===== config.mk =====
export PLATFORM = sky130hd
export DESIGN_NAME = dual_mode_serial_port_ctrl
export DESIGN_NICKNAME = d
export VERILOG_FILES = /design/src/hw/sp_pkg.sv /design/src/hw/dual_mode_serial_port_ctrl.sv
export SDC_FILE = /design/constraint.sdc
export NUM_CORES = 1
export LEC_CHECK = 0
export BUFFER_PORTS_ARGS = -buffer_cell sky130_fd_sc_hd__buf_2
export CAP_MARGIN = 20
export CORE_ASPECT_RATIO = 2
export CORE_MARGIN = 5
export CORE_UTILIZATION = 34
export CTS_CLUSTER_SIZE = 16
export DETAILED_ROUTE_END_ITERATION = 16
export HOLD_SLACK_MARGIN = 0.12
export PLACE_DENSITY = 0.63
export SETUP_SLACK_MARGIN = 0.15
export SYNTH_ARGS = -nofsm -noshare
export SYNTH_HDL_FRONTEND = slang
export SYNTH_SLANG_ARGS = --single-unit

===== constraint.sdc =====
create_clock -name aclk -period 5.7 [get_ports aclk]
set_input_delay 0.855 -clock aclk [delete_from_list [all_inputs] [get_ports aclk]]
set_output_delay 0.855 -clock aclk [all_outputs]
set_load 0.05 [all_outputs]

===== src/hw/sp_pkg.sv =====
// Purpose: Shared constants and types for the dual mode serial port.
// Assumes: 8-bit registers, one per aligned 32-bit word.
// Notes: Offsets are byte addresses on the register bus.
package sp_pkg;
	// Register byte offsets.
	localparam logic [7:0] OFS_TXCS = 8'h00;
	localparam logic [7:0] OFS_RXCS = 8'h04;
	localparam logic [7:0] OFS_DIV = 8'h08;
	localparam logic [7:0] OFS_LAT = 8'h0C;
	localparam logic [7:0] OFS_TXD = 8'h10;
	localparam logic [7:0] OFS_RXD = 8'h14;
	localparam logic [7:0] OFS_STAT = 8'h18;
	// Transmit control and status bit positions.
	localparam int TXB_CLOCK_SOURCE_SELECT = 7;
	localparam int TXB_TX9 = 6;
	localparam int TXB_TRANSMIT_ENABLE_BIT = 5;
	localparam int TXB_SYNC = 4;
	localparam int TXB_HIGH_SPEED_SELECT = 2;
	localparam int TXB_TX_NINTH_BIT = 0;
	// Receive control and status bit positions.
	localparam int RXB_PORT_ENABLE = 7;
	localparam int RXB_RX9 = 6;
	localparam int RXB_SINGLE_RECEIVE_ENABLE = 5;
	localparam int RXB_CONTINUOUS_RECEIVE_ENABLE = 4;
	localparam int RXB_ADDRESS_DETECT_ENABLE = 3;
	// Open-drain select position in the port latch register.
	localparam int LATB_OD = 7;
	// Baud ticks per asynchronous bit, minus one, and mid-bit tick.
	localparam logic [5:0] TPB_HI_M1 = 6'h0F;
	localparam logic [5:0] TPB_LO_M1 = 6'h3F;
	localparam logic [5:0] MID_HI = 6'h08;
	localparam logic [5:0] MID_LO = 6'h20;
	// Synchronous clock phases: high in 0 and 1, low in 2 and 3.
	localparam logic [1:0] PH_HIGH_END = 2'h1;
	localparam logic [1:0] PH_LAST = 2'h3;
	// Character lengths and bus responses.
	localparam logic [3:0] BITS_EIGHT = 4'h8;
	localparam logic [3:0] BITS_NINE = 4'h9;
	localparam logic [1:0] RESP_OKAY = 2'h0;
	localparam logic [1:0] RESP_SLVERR = 2'h2;
	typedef enum logic [1:0] {TX_IDLE, TX_ASYNC, TX_SYNC} tx_state_t;
	typedef enum logic [1:0] {RX_IDLE, RX_ASYNC, RX_SYNC} rx_state_t;
	// Whole state of the port, registered as one word.
	typedef struct packed {
		logic aw_got, w_got, w_stb, awready, wready, bvalid, arready, rvalid;
		logic [7:0] aw_addr, w_data, rdata;
		logic [1:0] bresp, rresp;
		logic clock_source_select, tx9, transmit_enable_bit, sync, high_speed_select, tx_ninth_bit, port_enable, rx9, single_receive_enable, continuous_receive_enable, address_detect_enable, od;
		logic [7:0] div, baud_generator, rx_buf, tx_hold;
		logic framing_error_flag, overrun_error_flag, rx_ninth_bit, rx_full, tx_hold_full;
		tx_state_t txs;
		logic [10:0] tx_sh;
		logic [3:0] tx_bits, rx_bits;
		logic [5:0] tx_tick, rx_tick;
		rx_state_t rxs;
		logic [8:0] rx_sh;
		logic [1:0] votes, phase;
		logic ck_s1, ck_s2, ck_prev, dt_s1, dt_s2, ck_gen;
		logic ck_o, ck_oe, dt_o, dt_oe;
	} state_t;
endpackage


===== src/hw/dual_mode_serial_port_ctrl.sv =====
// Purpose: Serial port with async, sync master and sync slave modes.
// Assumes: AXI4-Lite register access, pins sampled on aclk.
// Notes: Port enable low holds the engines and flags in reset.
// Summary of operation
// - Async, sync master and sync slave modes.
// - Pin directions follow the current operation.
// - Open-drain select makes transmit pin open-drain.
// - Clock source selects master or slave clocking.
// - Transmit nine-bit select sets character length.
// - Transmit enable; sync receive overrides it.
// - Mode bit selects sync or async.
// - High speed select affects async only.
// - Shift empty flag reads one after reset.
// - Transmit ninth bit supplies ninth bit.
// - Port enable off holds port in reset.
// - Receive nine-bit select sets character length.
// - Single receive clears itself when done.
// - Continuous receive enables, overrides single.
// - Address detect accepts ninth-bit-set characters.
// - Framing error cleared by next valid byte.
// - Overrun cleared by clearing continuous receive.
// - Ninth received bit stored, no parity check.
// - Divisor write restarts the baud timer.
// - Async receive level is majority of three; sync receive takes one sample.
`timescale 1ns/1ps
module dual_mode_serial_port_ctrl (
	input wire logic aclk,
	input wire logic aresetn,
	input wire logic [7:0] awaddr,
	input wire logic awvalid,
	output logic awready,
	input wire logic [31:0] wdata,
	input wire logic [3:0] wstrb,
	input wire logic wvalid,
	output logic wready,
	output logic [1:0] bresp,
	output logic bvalid,
	input wire logic bready,
	input wire logic [7:0] araddr,
	input wire logic arvalid,
	output logic arready,
	output logic [31:0] rdata,
	output logic [1:0] rresp,
	output logic rvalid,
	input wire logic rready,
	input wire logic transmit_clock_pin_in,
	output logic transmit_clock_pin_out,
	output logic transmit_clock_pin_oe,
	input wire logic receive_data_pin_in,
	output logic receive_data_pin_out,
	output logic receive_data_pin_oe
);
	sp_pkg::state_t s; // Registered state.
	sp_pkg::state_t n; // Next state.
	logic tick; // Baud generator pulse.
	logic rise; // Sync clock rising edge.
	logic fall; // Sync clock falling edge.
	logic rx_done; // A character finished.
	logic stop_bad; // Stop bit was low.
	logic [8:0] rx_word; // Finished shift contents.
	logic div_wr; // Divisor written.
	logic ovr_set; // Overrun event.
	logic overrun_error_flag_clr; // Continuous receive cleared by a write.
	logic rd_rx; // Receive buffer read.
	logic bitv; // Voted bit value.
	logic master; // Sync master mode.
	logic rx_en; // Sync receive enabled.
	logic run; // Master clock running.
	logic tx_line; // Async transmit line level.
	logic ck_val; // Value for the clock pin.
	logic ck_en; // Drive for the clock pin.
	logic hold_wr; // Transmit data written in this cycle.

	// Character length in data bits.
	function automatic logic [3:0] nbits(input logic nine);
		return nine ? sp_pkg::BITS_NINE : sp_pkg::BITS_EIGHT;
	endfunction

	// Baud ticks per async bit, minus one.
	function automatic logic [5:0] tpb_m1(input logic hi);
		return hi ? sp_pkg::TPB_HI_M1 : sp_pkg::TPB_LO_M1;
	endfunction

	// Majority of two stored samples and the current one.
	function automatic logic maj(input logic [1:0] v, input logic b);
		return ({1'b0, v} + {2'b00, b}) >= 3'h2;
	endfunction

	// True for an implemented register offset.
	function automatic logic mapped(input logic [7:0] a);
		return a inside {sp_pkg::OFS_TXCS, sp_pkg::OFS_RXCS, sp_pkg::OFS_DIV, sp_pkg::OFS_LAT,
			sp_pkg::OFS_TXD, sp_pkg::OFS_RXD, sp_pkg::OFS_STAT};
	endfunction

	// Read value of a register; unimplemented bits read zero.
	function automatic logic [7:0] reg_read(input logic [7:0] a, input sp_pkg::state_t st);
		logic [7:0] v;
		v = 8'h00;
		case (a)
			sp_pkg::OFS_TXCS: v = {st.clock_source_select, st.tx9, st.transmit_enable_bit, st.sync, 1'b0, st.high_speed_select,
				st.txs == sp_pkg::TX_IDLE, st.tx_ninth_bit};
			sp_pkg::OFS_RXCS: v = {st.port_enable, st.rx9, st.single_receive_enable, st.continuous_receive_enable, st.address_detect_enable, st.framing_error_flag, st.overrun_error_flag, st.rx_ninth_bit};
			sp_pkg::OFS_DIV: v = st.div;
			sp_pkg::OFS_LAT: v = {st.od, 7'h00};
			sp_pkg::OFS_RXD: v = st.rx_buf;
			sp_pkg::OFS_STAT: v = {6'h00, !st.tx_hold_full, st.rx_full};
			default: v = 8'h00;
		endcase
		return v;
	endfunction

	// Next-state logic for bus, baud generator, engines and pins.
	always_comb begin
		n = s;
		tick = 1'b0;
		rise = 1'b0;
		fall = 1'b0;
		rx_done = 1'b0;
		stop_bad = 1'b0;
		rx_word = s.rx_sh;
		div_wr = 1'b0;
		ovr_set = 1'b0;
		overrun_error_flag_clr = 1'b0;
		rd_rx = 1'b0;
		bitv = 1'b0;
		run = 1'b0;
		tx_line = 1'b1;
		ck_val = 1'b0;
		ck_en = 1'b0;
		hold_wr = 1'b0;
		// Two-stage synchronisers on both pins.
		n.ck_s1 = transmit_clock_pin_in;
		n.ck_s2 = s.ck_s1;
		n.ck_prev = s.ck_s2;
		n.dt_s1 = receive_data_pin_in;
		n.dt_s2 = s.dt_s1;
		// Write address and data are taken independently.
		if (awvalid && s.awready) begin
			n.aw_got = 1'b1;
			n.aw_addr = awaddr;
		end
		if (wvalid && s.wready) begin
			n.w_got = 1'b1;
			n.w_data = wdata[7:0];
			n.w_stb = wstrb[0];
		end
		if (s.bvalid && bready) begin
			n.bvalid = 1'b0;
		end
		// Both halves present: perform the write and answer.
		if (n.aw_got && n.w_got && !s.bvalid) begin
			n.aw_got = 1'b0;
			n.w_got = 1'b0;
			n.bvalid = 1'b1;
			n.bresp = mapped(n.aw_addr) ? sp_pkg::RESP_OKAY : sp_pkg::RESP_SLVERR;
			if (n.w_stb) begin
				case (n.aw_addr)
					sp_pkg::OFS_TXCS: begin
						n.clock_source_select = n.w_data[sp_pkg::TXB_CLOCK_SOURCE_SELECT];
						n.tx9 = n.w_data[sp_pkg::TXB_TX9];
						n.transmit_enable_bit = n.w_data[sp_pkg::TXB_TRANSMIT_ENABLE_BIT];
						n.sync = n.w_data[sp_pkg::TXB_SYNC];
						n.high_speed_select = n.w_data[sp_pkg::TXB_HIGH_SPEED_SELECT];
						n.tx_ninth_bit = n.w_data[sp_pkg::TXB_TX_NINTH_BIT];
					end
					sp_pkg::OFS_RXCS: begin
						n.port_enable = n.w_data[sp_pkg::RXB_PORT_ENABLE];
						n.rx9 = n.w_data[sp_pkg::RXB_RX9];
						n.single_receive_enable = n.w_data[sp_pkg::RXB_SINGLE_RECEIVE_ENABLE];
						n.continuous_receive_enable = n.w_data[sp_pkg::RXB_CONTINUOUS_RECEIVE_ENABLE];
						n.address_detect_enable = n.w_data[sp_pkg::RXB_ADDRESS_DETECT_ENABLE];
						overrun_error_flag_clr = !n.w_data[sp_pkg::RXB_CONTINUOUS_RECEIVE_ENABLE];
					end
					sp_pkg::OFS_DIV: begin
						n.div = n.w_data;
						div_wr = 1'b1;
					end
					sp_pkg::OFS_LAT: n.od = n.w_data[sp_pkg::LATB_OD];
					sp_pkg::OFS_TXD: begin
						n.tx_hold = n.w_data;
						n.tx_hold_full = 1'b1;
						hold_wr = 1'b1;
					end
					default: n.od = s.od;
				endcase
			end
		end
		// Reads answer in the next cycle; buffer read frees it.
		if (s.rvalid && rready) begin
			n.rvalid = 1'b0;
		end
		if (arvalid && s.arready) begin
			n.rvalid = 1'b1;
			n.rresp = mapped(araddr) ? sp_pkg::RESP_OKAY : sp_pkg::RESP_SLVERR;
			n.rdata = reg_read(araddr, s);
			rd_rx = araddr == sp_pkg::OFS_RXD;
		end
		n.awready = !n.aw_got && !n.bvalid;
		n.wready = !n.w_got && !n.bvalid;
		n.arready = !n.rvalid;
		// Baud generator reloads on divisor write.
		tick = s.port_enable && s.baud_generator == 8'h00;
		if (!s.port_enable || div_wr || tick) begin
			n.baud_generator = n.div;
		end else begin
			n.baud_generator = s.baud_generator - 8'h01;
		end
		// Mode decode; single receive only counts in master.
		master = s.sync && s.clock_source_select;
		rx_en = s.sync && (s.continuous_receive_enable || (s.single_receive_enable && s.clock_source_select));
		// Sync clock edges from own divider or from the pin.
		if (master) begin
			run = rx_en || s.txs == sp_pkg::TX_SYNC;
			if (!run) begin
				n.phase = sp_pkg::PH_LAST;
				n.ck_gen = 1'b0;
			end else if (tick) begin
				n.phase = s.phase + 2'h1;
				n.ck_gen = !n.phase[1];
				rise = s.phase == sp_pkg::PH_LAST;
				fall = s.phase == sp_pkg::PH_HIGH_END;
			end
		end else begin
			rise = s.ck_s2 && !s.ck_prev;
			fall = !s.ck_s2 && s.ck_prev;
		end
		// Transmitter.
		unique case (s.txs)
			sp_pkg::TX_IDLE: begin
				if (s.transmit_enable_bit && s.tx_hold_full && !rx_en) begin
					// A word written in this very cycle stays pending, so the write wins.
					n.tx_hold_full = hold_wr;
					n.tx_bits = 4'h0;
					n.tx_tick = 6'h00;
					if (s.sync) begin
						n.tx_sh = {2'b11, s.tx_ninth_bit, s.tx_hold};
						n.txs = sp_pkg::TX_SYNC;
					end else begin
						n.tx_sh = {1'b1, s.tx9 ? s.tx_ninth_bit : 1'b1, s.tx_hold, 1'b0};
						n.txs = sp_pkg::TX_ASYNC;
					end
				end
			end
			sp_pkg::TX_ASYNC: begin
				if (tick) begin
					if (s.tx_tick == tpb_m1(s.high_speed_select)) begin
						n.tx_tick = 6'h00;
						n.tx_sh = {1'b1, s.tx_sh[10:1]};
						n.tx_bits = s.tx_bits + 4'h1;
						if (s.tx_bits == nbits(s.tx9) + 4'h1) begin
							n.txs = sp_pkg::TX_IDLE;
						end
					end else begin
						n.tx_tick = s.tx_tick + 6'h01;
					end
				end
			end
			sp_pkg::TX_SYNC: begin
				if (rx_en) begin
					n.txs = sp_pkg::TX_IDLE;
				end else if (s.tx_bits == nbits(s.tx9)) begin
					// The last bit stands one clock past its fall, so the far side still sees it.
					n.txs = sp_pkg::TX_IDLE;
				end else if (fall) begin
					n.tx_bits = s.tx_bits + 4'h1;
				end else if (rise && s.tx_bits != 4'h0) begin
					n.tx_sh = {1'b1, s.tx_sh[10:1]};
				end
			end
		endcase
		// Receiver.
		unique case (s.rxs)
			sp_pkg::RX_IDLE: begin
				n.rx_bits = 4'h0;
				n.rx_tick = 6'h00;
				n.votes = 2'h0;
				if (!s.sync && s.continuous_receive_enable && !s.dt_s2) begin
					n.rxs = sp_pkg::RX_ASYNC;
				end else if (rx_en) begin
					n.rxs = sp_pkg::RX_SYNC;
				end
			end
			sp_pkg::RX_ASYNC: begin
				if (!s.continuous_receive_enable || s.sync) begin
					n.rxs = sp_pkg::RX_IDLE;
				end else if (tick) begin
					n.rx_tick = s.rx_tick + 6'h01;
					if (s.rx_tick == tpb_m1(s.high_speed_select)) begin
						n.rx_tick = 6'h00;
						n.rx_bits = s.rx_bits + 4'h1;
					end
					if (s.rx_tick == (s.high_speed_select ? sp_pkg::MID_HI : sp_pkg::MID_LO) - 6'h01 ||
						s.rx_tick == (s.high_speed_select ? sp_pkg::MID_HI : sp_pkg::MID_LO)) begin
						n.votes = s.votes + {1'b0, s.dt_s2};
					end
					if (s.rx_tick == (s.high_speed_select ? sp_pkg::MID_HI : sp_pkg::MID_LO) + 6'h01) begin
						bitv = maj(s.votes, s.dt_s2);
						n.votes = 2'h0;
						if (s.rx_bits == 4'h0) begin
							if (bitv) begin
								n.rxs = sp_pkg::RX_IDLE;
							end
						end else if (s.rx_bits <= nbits(s.rx9)) begin
							n.rx_sh = {bitv, s.rx_sh[8:1]};
						end else begin
							rx_done = 1'b1;
							stop_bad = !bitv;
							n.rxs = sp_pkg::RX_IDLE;
						end
					end
				end
			end
			sp_pkg::RX_SYNC: begin
				if (!rx_en) begin
					n.rxs = sp_pkg::RX_IDLE;
				end else if (fall) begin
					rx_word = {s.dt_s2, s.rx_sh[8:1]};
					n.rx_sh = rx_word;
					n.rx_bits = s.rx_bits + 4'h1;
					if (s.rx_bits == nbits(s.rx9) - 4'h1) begin
						rx_done = 1'b1;
						n.rxs = sp_pkg::RX_IDLE;
						if (master) begin
							n.single_receive_enable = 1'b0;
						end
					end
				end
			end
		endcase
		// Buffer load, address filter and overrun.
		if (rd_rx) begin
			n.rx_full = 1'b0;
		end
		if (rx_done) begin
			if (!s.sync && s.rx9 && s.address_detect_enable && !rx_word[8]) begin
				n.rx_full = n.rx_full;
			end else if (s.rx_full && !rd_rx) begin
				ovr_set = 1'b1;
			end else begin
				n.rx_full = 1'b1;
				n.rx_buf = s.rx9 ? rx_word[7:0] : rx_word[8:1];
				n.rx_ninth_bit = s.rx9 && rx_word[8];
				n.framing_error_flag = stop_bad;
			end
		end
		n.overrun_error_flag = ovr_set || (s.overrun_error_flag && !overrun_error_flag_clr);
		// Disabled port: engines and flags held in reset.
		if (!s.port_enable) begin
			n.txs = sp_pkg::TX_IDLE;
			n.rxs = sp_pkg::RX_IDLE;
			n.tx_hold_full = 1'b0;
			n.rx_full = 1'b0;
			n.framing_error_flag = 1'b0;
			n.overrun_error_flag = 1'b0;
			n.phase = sp_pkg::PH_LAST;
			n.ck_gen = 1'b0;
		end
		// Pin ownership follows mode and activity.
		if (n.txs == sp_pkg::TX_ASYNC) begin
			tx_line = n.tx_sh[0];
		end
		if (!s.sync) begin
			ck_en = s.port_enable && s.transmit_enable_bit;
			ck_val = tx_line;
		end else if (master) begin
			ck_en = s.port_enable;
			ck_val = n.ck_gen;
		end
		n.ck_o = s.od ? 1'b0 : ck_val;
		n.ck_oe = s.od ? (ck_en && !ck_val) : ck_en;
		n.dt_oe = s.port_enable && s.sync && n.txs == sp_pkg::TX_SYNC;
		n.dt_o = n.tx_sh[0];
	end

	// State register with synchronous reset.
	always_ff @(posedge aclk) begin
		if (!aresetn) begin
			s <= '0;
		end else begin
			s <= n;
		end
	end

	// Outputs come straight from the state register.
	assign awready = s.awready;
	assign wready = s.wready;
	assign bvalid = s.bvalid;
	assign bresp = s.bresp;
	assign arready = s.arready;
	assign rvalid = s.rvalid;
	assign rresp = s.rresp;
	assign rdata = {24'h000000, s.rdata};
	assign transmit_clock_pin_out = s.ck_o;
	assign transmit_clock_pin_oe = s.ck_oe;
	assign receive_data_pin_out = s.dt_o;
	assign receive_data_pin_oe = s.dt_oe;

	property p_disabled_empty;
		@(posedge aclk) disable iff (!aresetn) !s.port_enable |=> s.txs == sp_pkg::TX_IDLE;
	endproperty
	a_disabled_empty: assert property (p_disabled_empty) else $error("shifter busy while port off");
	property p_open_drain;
		@(posedge aclk) disable iff (!aresetn) s.od && $past(s.od) |-> !s.ck_o;
	endproperty
	a_open_drain: assert property (p_open_drain) else $error("open-drain pin driven high");
	property p_slave_clock;
		@(posedge aclk) disable iff (!aresetn) (s.port_enable && s.sync && !s.clock_source_select) |=> !s.ck_oe;
	endproperty
	a_slave_clock: assert property (p_slave_clock) else $error("slave drives clock pin");
	property p_rx_priority;
		@(posedge aclk) disable iff (!aresetn) (s.port_enable && rx_en) |=> !s.dt_oe;
	endproperty
	a_rx_priority: assert property (p_rx_priority) else $error("data pin driven during receive");
	property p_single_clear;
		@(posedge aclk) disable iff (!aresetn) (rx_done && master) |=> !s.single_receive_enable;
	endproperty
	a_single_clear: assert property (p_single_clear) else $error("single receive not cleared");
	property p_overrun_clear;
		@(posedge aclk) disable iff (!aresetn) (overrun_error_flag_clr && !ovr_set) |=> !s.overrun_error_flag;
	endproperty
	a_overrun_clear: assert property (p_overrun_clear) else $error("overrun not cleared");
	property p_div_restart;
		@(posedge aclk) disable iff (!aresetn) div_wr |=> s.baud_generator == s.div ##1 s.baud_generator != s.div || !s.port_enable || s.div == 8'h00;
	endproperty
	a_div_restart: assert property (p_div_restart) else $error("baud timer not restarted");
	property p_addr_filter;
		@(posedge aclk) disable iff (!aresetn) ($rose(s.rx_full) && !$past(s.sync) && $past(s.rx9) && $past(s.address_detect_enable))
			|-> s.rx_ninth_bit;
	endproperty
	a_addr_filter: assert property (p_addr_filter) else $error("data character passed filter");
	property p_disabled_pins;
		@(posedge aclk) disable iff (!aresetn) !s.port_enable |=> !s.ck_oe && !s.dt_oe;
	endproperty
	a_disabled_pins: assert property (p_disabled_pins) else $error("pins driven while port off");
endmodule // dual_mode_serial_port_ctrl


Word-level counts from Yosys, hierarchy flattened
Index checks and enable logic that the tools add are counted.
{ "word_totals": {"ff_bits": 142, "input_bits": 61, "out_inout_bits": 45, "elab_cells": 344} }
{ "classes": {"addsub": 12, "order_cmp": 2, "n_eq_ne": 54, "n_mux": 134, "bitwise_logic": 3, "reduce_logical": 85} }
{ "op_table": {"columns": ["cell", "count"], "rows": [
  ["$mux 1", 65],
  ["$mux 9", 6],
  ["$pmux 17 s3", 1],
  ["$eq 8x5->1 const B", 6],
  ["$pmux 8 s6", 1],
  ["$mux 11", 4],
  ["$mux 2", 21],
  ["$mux 6", 7],
  ["$mux 8", 5],
  ["$mux 17", 2],
  ["$eq 8x4->1 const B", 4],
  ["$eq 6x6->1", 5],
  ["$logic_and 1x1->1", 30],
  ["$mux 15", 2],
  ["$ne 2x2->1 const B", 14],
  ["$mux 13", 2],
  ["$logic_not 8->1", 3],
  ["$mux 12", 2],
  ["$mux 4", 6],
  ["$pmux 6 s2", 2],
  ["$ne 3x3->1 const B", 7],
  ["$reduce_and 3->1", 7],
  ["$logic_not 1->1", 20],
  ["$mux 19", 1],
  ["37 further kinds", 67]
]} }

Depth between registers and ports, before layout
{ "depth": {"ltp_word": 19, "mapped_depth": 11, "ltp_nobuf": 9} }

Least setup slack after synthesis
No wires, ideal clock.
{ "synth_path": {"kind": "input -> register", "startpoint": "input awaddr[1]", "endpoint": "register s[85] (netlist name)", "setup_ns": 0.132, "t_arrival_ns": 2.539, "required_ns": 5.568, "path_slack_ns": 3.029, "stages": 8, "n_path_buf": 2, "cell_sequence": "or4_4 -> nor3_4 -> o2111ai_4 -> or3b_1 -> buf_2 -> buf_6 -> o211ai_2 -> a21oi_1"} }
{ "synth_via": {"elab_chain_cells": 8, "word_cells_on_any_way": 11, "cone_classes": "eq/ne (1); mux (8); reduce/logical (2)"} }
{ "synth_rtl": {"columns": ["item", "line", "source"], "rows": [
  ["start: declaration", "dual_mode_serial_port_ctrl.sv:29", "input wire logic [7:0] awaddr,"],
  ["$mux 8 *", "dual_mode_serial_port_ctrl.sv:138", "if (awvalid && s.awready) begin"],
  ["$eq 8x4->1 *", "dual_mode_serial_port_ctrl.sv:157", "case (n.aw_addr)"],
  ["$mux 1", "dual_mode_serial_port_ctrl.sv:157", null],
  ["$mux 1", "dual_mode_serial_port_ctrl.sv:156", "if (n.w_stb) begin"],
  ["$mux 1", "dual_mode_serial_port_ctrl.sv:151", "if (n.aw_got && n.w_got && !s.bvalid) begin"],
  ["$logic_or 1x1->1 (2 in series)", "dual_mode_serial_port_ctrl.sv:203", "if (!s.port_enable || div_wr || tick) begin"],
  ["$mux 8 *", "dual_mode_serial_port_ctrl.sv:203", null],
  ["end signal: assignment", "dual_mode_serial_port_ctrl.sv:380", "s <= n;"],
  ["end: declaration", "dual_mode_serial_port_ctrl.sv:53", "sp_pkg::state_t s;"]
]} }
Mark *: on every way between the ends. The rest lies on a longest branch, timed or not.
A chain may end at the register's enable or synchronous reset.

Worst setup path after layout
{ "layout_path": {"startpoint": "register s[100] (netlist name)", "endpoint": "register s[40] (netlist name)"} }
{ "layout_via": {"elab_chain_cells": 6, "word_cells_on_any_way": 7, "cone_classes": "eq/ne (2); mux (3); reduce/logical (2)"} }
{ "layout_rtl": {"columns": ["item", "line", "source"], "rows": [
  ["$logic_and 1x1->1 *", "dual_mode_serial_port_ctrl.sv:202", "tick = s.port_enable && s.baud_generator == 8'h00;"],
  ["$mux 1", "dual_mode_serial_port_ctrl.sv:217", "end else if (tick) begin"],
  ["$mux 1", "dual_mode_serial_port_ctrl.sv:214", "if (!run) begin"],
  ["$mux 1", "dual_mode_serial_port_ctrl.sv:212", "if (master) begin"],
  ["$ne 2x2->1 (no source line)", null, null],
  ["$reduce_and 5->1 (no source line) *", null, null]
]} }
Marked as above.

==> impl_metrics.env <==
export IMPL_fin_setup_tns_ns=0
export IMPL_finalPower_mw=2.43
export IMPL_layout_cells_non_filler=1233
export IMPL_yosys_area_top_type_share_pct=36.1
export IMPL_syn_avg_cell_area_um2=8.42
export IMPL_netSwitchingPower_mw=0.580
export IMPL_synth_simple_gate_area_share_pct=21.7
export IMPL_crit_fanout=14
export IMPL_firstDrtPassIters=4
export IMPL_synth_xor_area_share_pct=1.58
export IMPL_post_dp_hpwl_um=15500
export IMPL_cts_tree="yes"
export IMPL_clk_pin_slew_ns=0.06
export IMPL_h_tree_depth=4
export IMPL_min_period_ns=3.31
export IMPL_arrival_ns=3.64
export IMPL_power_frac_clock_pct=52.2
export IMPL_synth_mux_area_share_pct=7.41
export IMPL_wire_per_inst_um=16.7
export IMPL_synth_warnings=0
export IMPL_die_x_um=117
export IMPL_clock_path_buffers=2
export IMPL_peakVddDrop_mv=0.225
export IMPL_max_freq_ghz=0.303
export IMPL_drcViolationCount=0
export IMPL_vias=6670
export IMPL_rsz0062_at_grt="no"
export IMPL_setup_viol=0
export IMPL_regMostFlops="s"
export IMPL_tightest_slew_ns=1.01
export IMPL_leakage_nw=3.19
export IMPL_die_area_um2=26200
export IMPL_cp_end_kind="register"
export IMPL_numCtsBuffers=17
export IMPL_cts_hold_repair_buffers=0
export IMPL_grt_pass1_wl_um=33400
export IMPL_hold_path_class="register to register"
export IMPL_drt_wl_total_um=20600
export IMPL_syn_cell_area_um2=7770
export IMPL_power_frac_comb_pct=6.6
export IMPL_relSlewSlack_pct=32.0
export IMPL_synthArstFlopShare_pct=0
export IMPL_grt_usage_pct=16.1
export IMPL_finalCritPeriodShare_pct=58.0
export IMPL_num_nets_final=1023
export IMPL_fp_coreArea_um2=22600
export IMPL_synth_most_common_cell="dfxtp_1"
export IMPL_port_buffers=52
export IMPL_intPower_mw=1.85
export IMPL_synth_edf_count=0
export IMPL_synth_fa_ha_area_share_pct=3.54
export IMPL_place_inst=1200
export IMPL_power_frac_seq_pct=41.2
export IMPL_synthDistinctLibCells=81
export IMPL_outcome="completed"
export IMPL_largest_reg_flops=119
export IMPL_synth_flop_cell="dfxtp_1"
export IMPL_max_cap_violations=0
export IMPL_crit_required_ns=6.03
export IMPL_grt_max_degree=48
export IMPL_synth_top_family_by_area="simple AND/OR/NAND/NOR gates"
export IMPL_io_pins=106
export IMPL_gp_congestion=0.890
export IMPL_worstSetupStartpointType="register"
export IMPL_yosysTopAreaCell="dfxtp_1"
export IMPL_postCtsSetupBuffers=0
export IMPL_synth_commonest_cells="dfxtp_1 (140), a21oi_1 (82), nand2_1 (79)"
export IMPL_drive_above_1_share_pct=14.8
export IMPL_synth_compound_area_share_pct=21.5
export IMPL_power_density_nw_per_um2=280
export IMPL_viasPerCell=5.41
export IMPL_clkLatencyLatePin_ns=0.44
export IMPL_finClkSkew_ns=0.00972
export IMPL_cts_resized=0
export IMPL_antenna_cells=0
export IMPL_sw_frac_of_total_pct=23.8
export IMPL_cts_num_sinks=140
export IMPL_finalHoldViolCount=0
export IMPL_drt_iter0_drc=277
export IMPL_drtAntennaViolNets=0
export IMPL_rows=78
export IMPL_start_util_pct=34.3
export IMPL_root_buffer="clkbuf_16"
export IMPL_ys_ff_latch=140
export IMPL_holdWs_ns=0.426
export IMPL_synth_area_top_cells="dfxtp_1 (36%), a21oi_1 (5.3%), mux2i_1 (4.8%)"
export IMPL_yosysSeqAreaShare_pct=36.1
export IMPL_die_h_um=224
export IMPL_antenna_found_initial=0
export IMPL_syn_to_final_growth_pct=11.9
export IMPL_criticalPathCategory="register to register"
export IMPL_grt_pass1_vias=6765
export IMPL_synth_cells=923
export IMPL_slew_viol_final=0
export IMPL_grt_overflow=0
-- layout make-up --
type	instances	area, um2
Sequential cell	140	2800
Multi-Input combinational cell	686	4430
Clock inverter	14	243
Inverter	36	135
Clock buffer	18	429
Tap cell	280	350
Fill cell	2318	13900
Timing Repair Buffer	59	310
-- kinds of logic after synthesis --
kind of cell / after synthesis
and+or+nand+nor: 310
AOI/OAI and AO/OA: 259
DFF: 140
buffers and inverters: 122
muxes: 55
adders and majority gates: 22
xor gates and xnor gates: 14
other: 1
-- placed cells by master, fill, tap and decap left out, types with 7 or more instances in the layout --
master	count
clkbuf_16	17
inv_1	34
a31oi_1	7
nand4_1	21
nand3_1	15
o22ai_1	9
mux2i_1	37
ha_1	22
mux2_2	17
nor3b_1	9
and2_1	24
and3_1	8
conb_1	26
a311oi_1	13
buf_2	52
a22oi_1	9
nor3_1	14
o211ai_1	28
dfxtp_1	140
nand2_1	79
a21oi_1	82
a211oi_1	8
xor2_1	8
nand2b_1	7
nor2_1	78
o21ai_0	55
-- power by group through the flow --
stage                     clock network, mW  registers [mW]  logic (mW)
final                                  1.27            1.00       0.161
after global routing                   1.33            1.00       0.173
after CTS                              1.29            1.00       0.162
after detailed placement                  0            1.02       0.161
after global placement                    0            1.02       0.160
after floorplan                           0            1.03       0.126
-- through the flow --
| step | cell area, um2 | utilization [%] | setup WS [ns] |
|---|---|---|---|
| floorplan | 7870 | - | 3.03 |
| global placement | 8020 | 35.4 | 2.52 |
| detailed placement | 8020 | 35.4 | 2.43 |
| CTS | 8690 | 38.4 | 2.40 |
| global route | 8700 | 38.4 | 2.08 |
| finish | 8700 | 38.4 | 2.39 |
-- path summary, 6_finish.rpt --
path	start	to	slack [ns]	cells after the start
worst max-delay path	s[100]	s[40]	2.39	6
worst min-delay path	s[142]	awready	0.43	1
worst max register to register	s[100]	s[40]	2.39	6
worst min register to register	s[142]	awready	0.43	1
-- routing by layer --
metal | up-vias | GRT usage, % | wire, um
met5 | - | 0 | 0
met4 | 0 | 7.41 | 687
met3 | 40 | 3.41 | 716
met2 | 120 | 31.6 | 11900
met1 | 3200 | 15.3 | 7350
li1 | 3310 | - | -
-- worst max-delay path, stage by stage, from the launching register on --
cell,delay [ns]
dfxtp_1,0.69
and4bb_2,0.45
and4_1,0.51
a21oi_1,0.20
o21ai_1,0.77
nand3_1,0.23
o41ai_1,0.35
No activity file was read; power rests on OpenSTA's default activity.
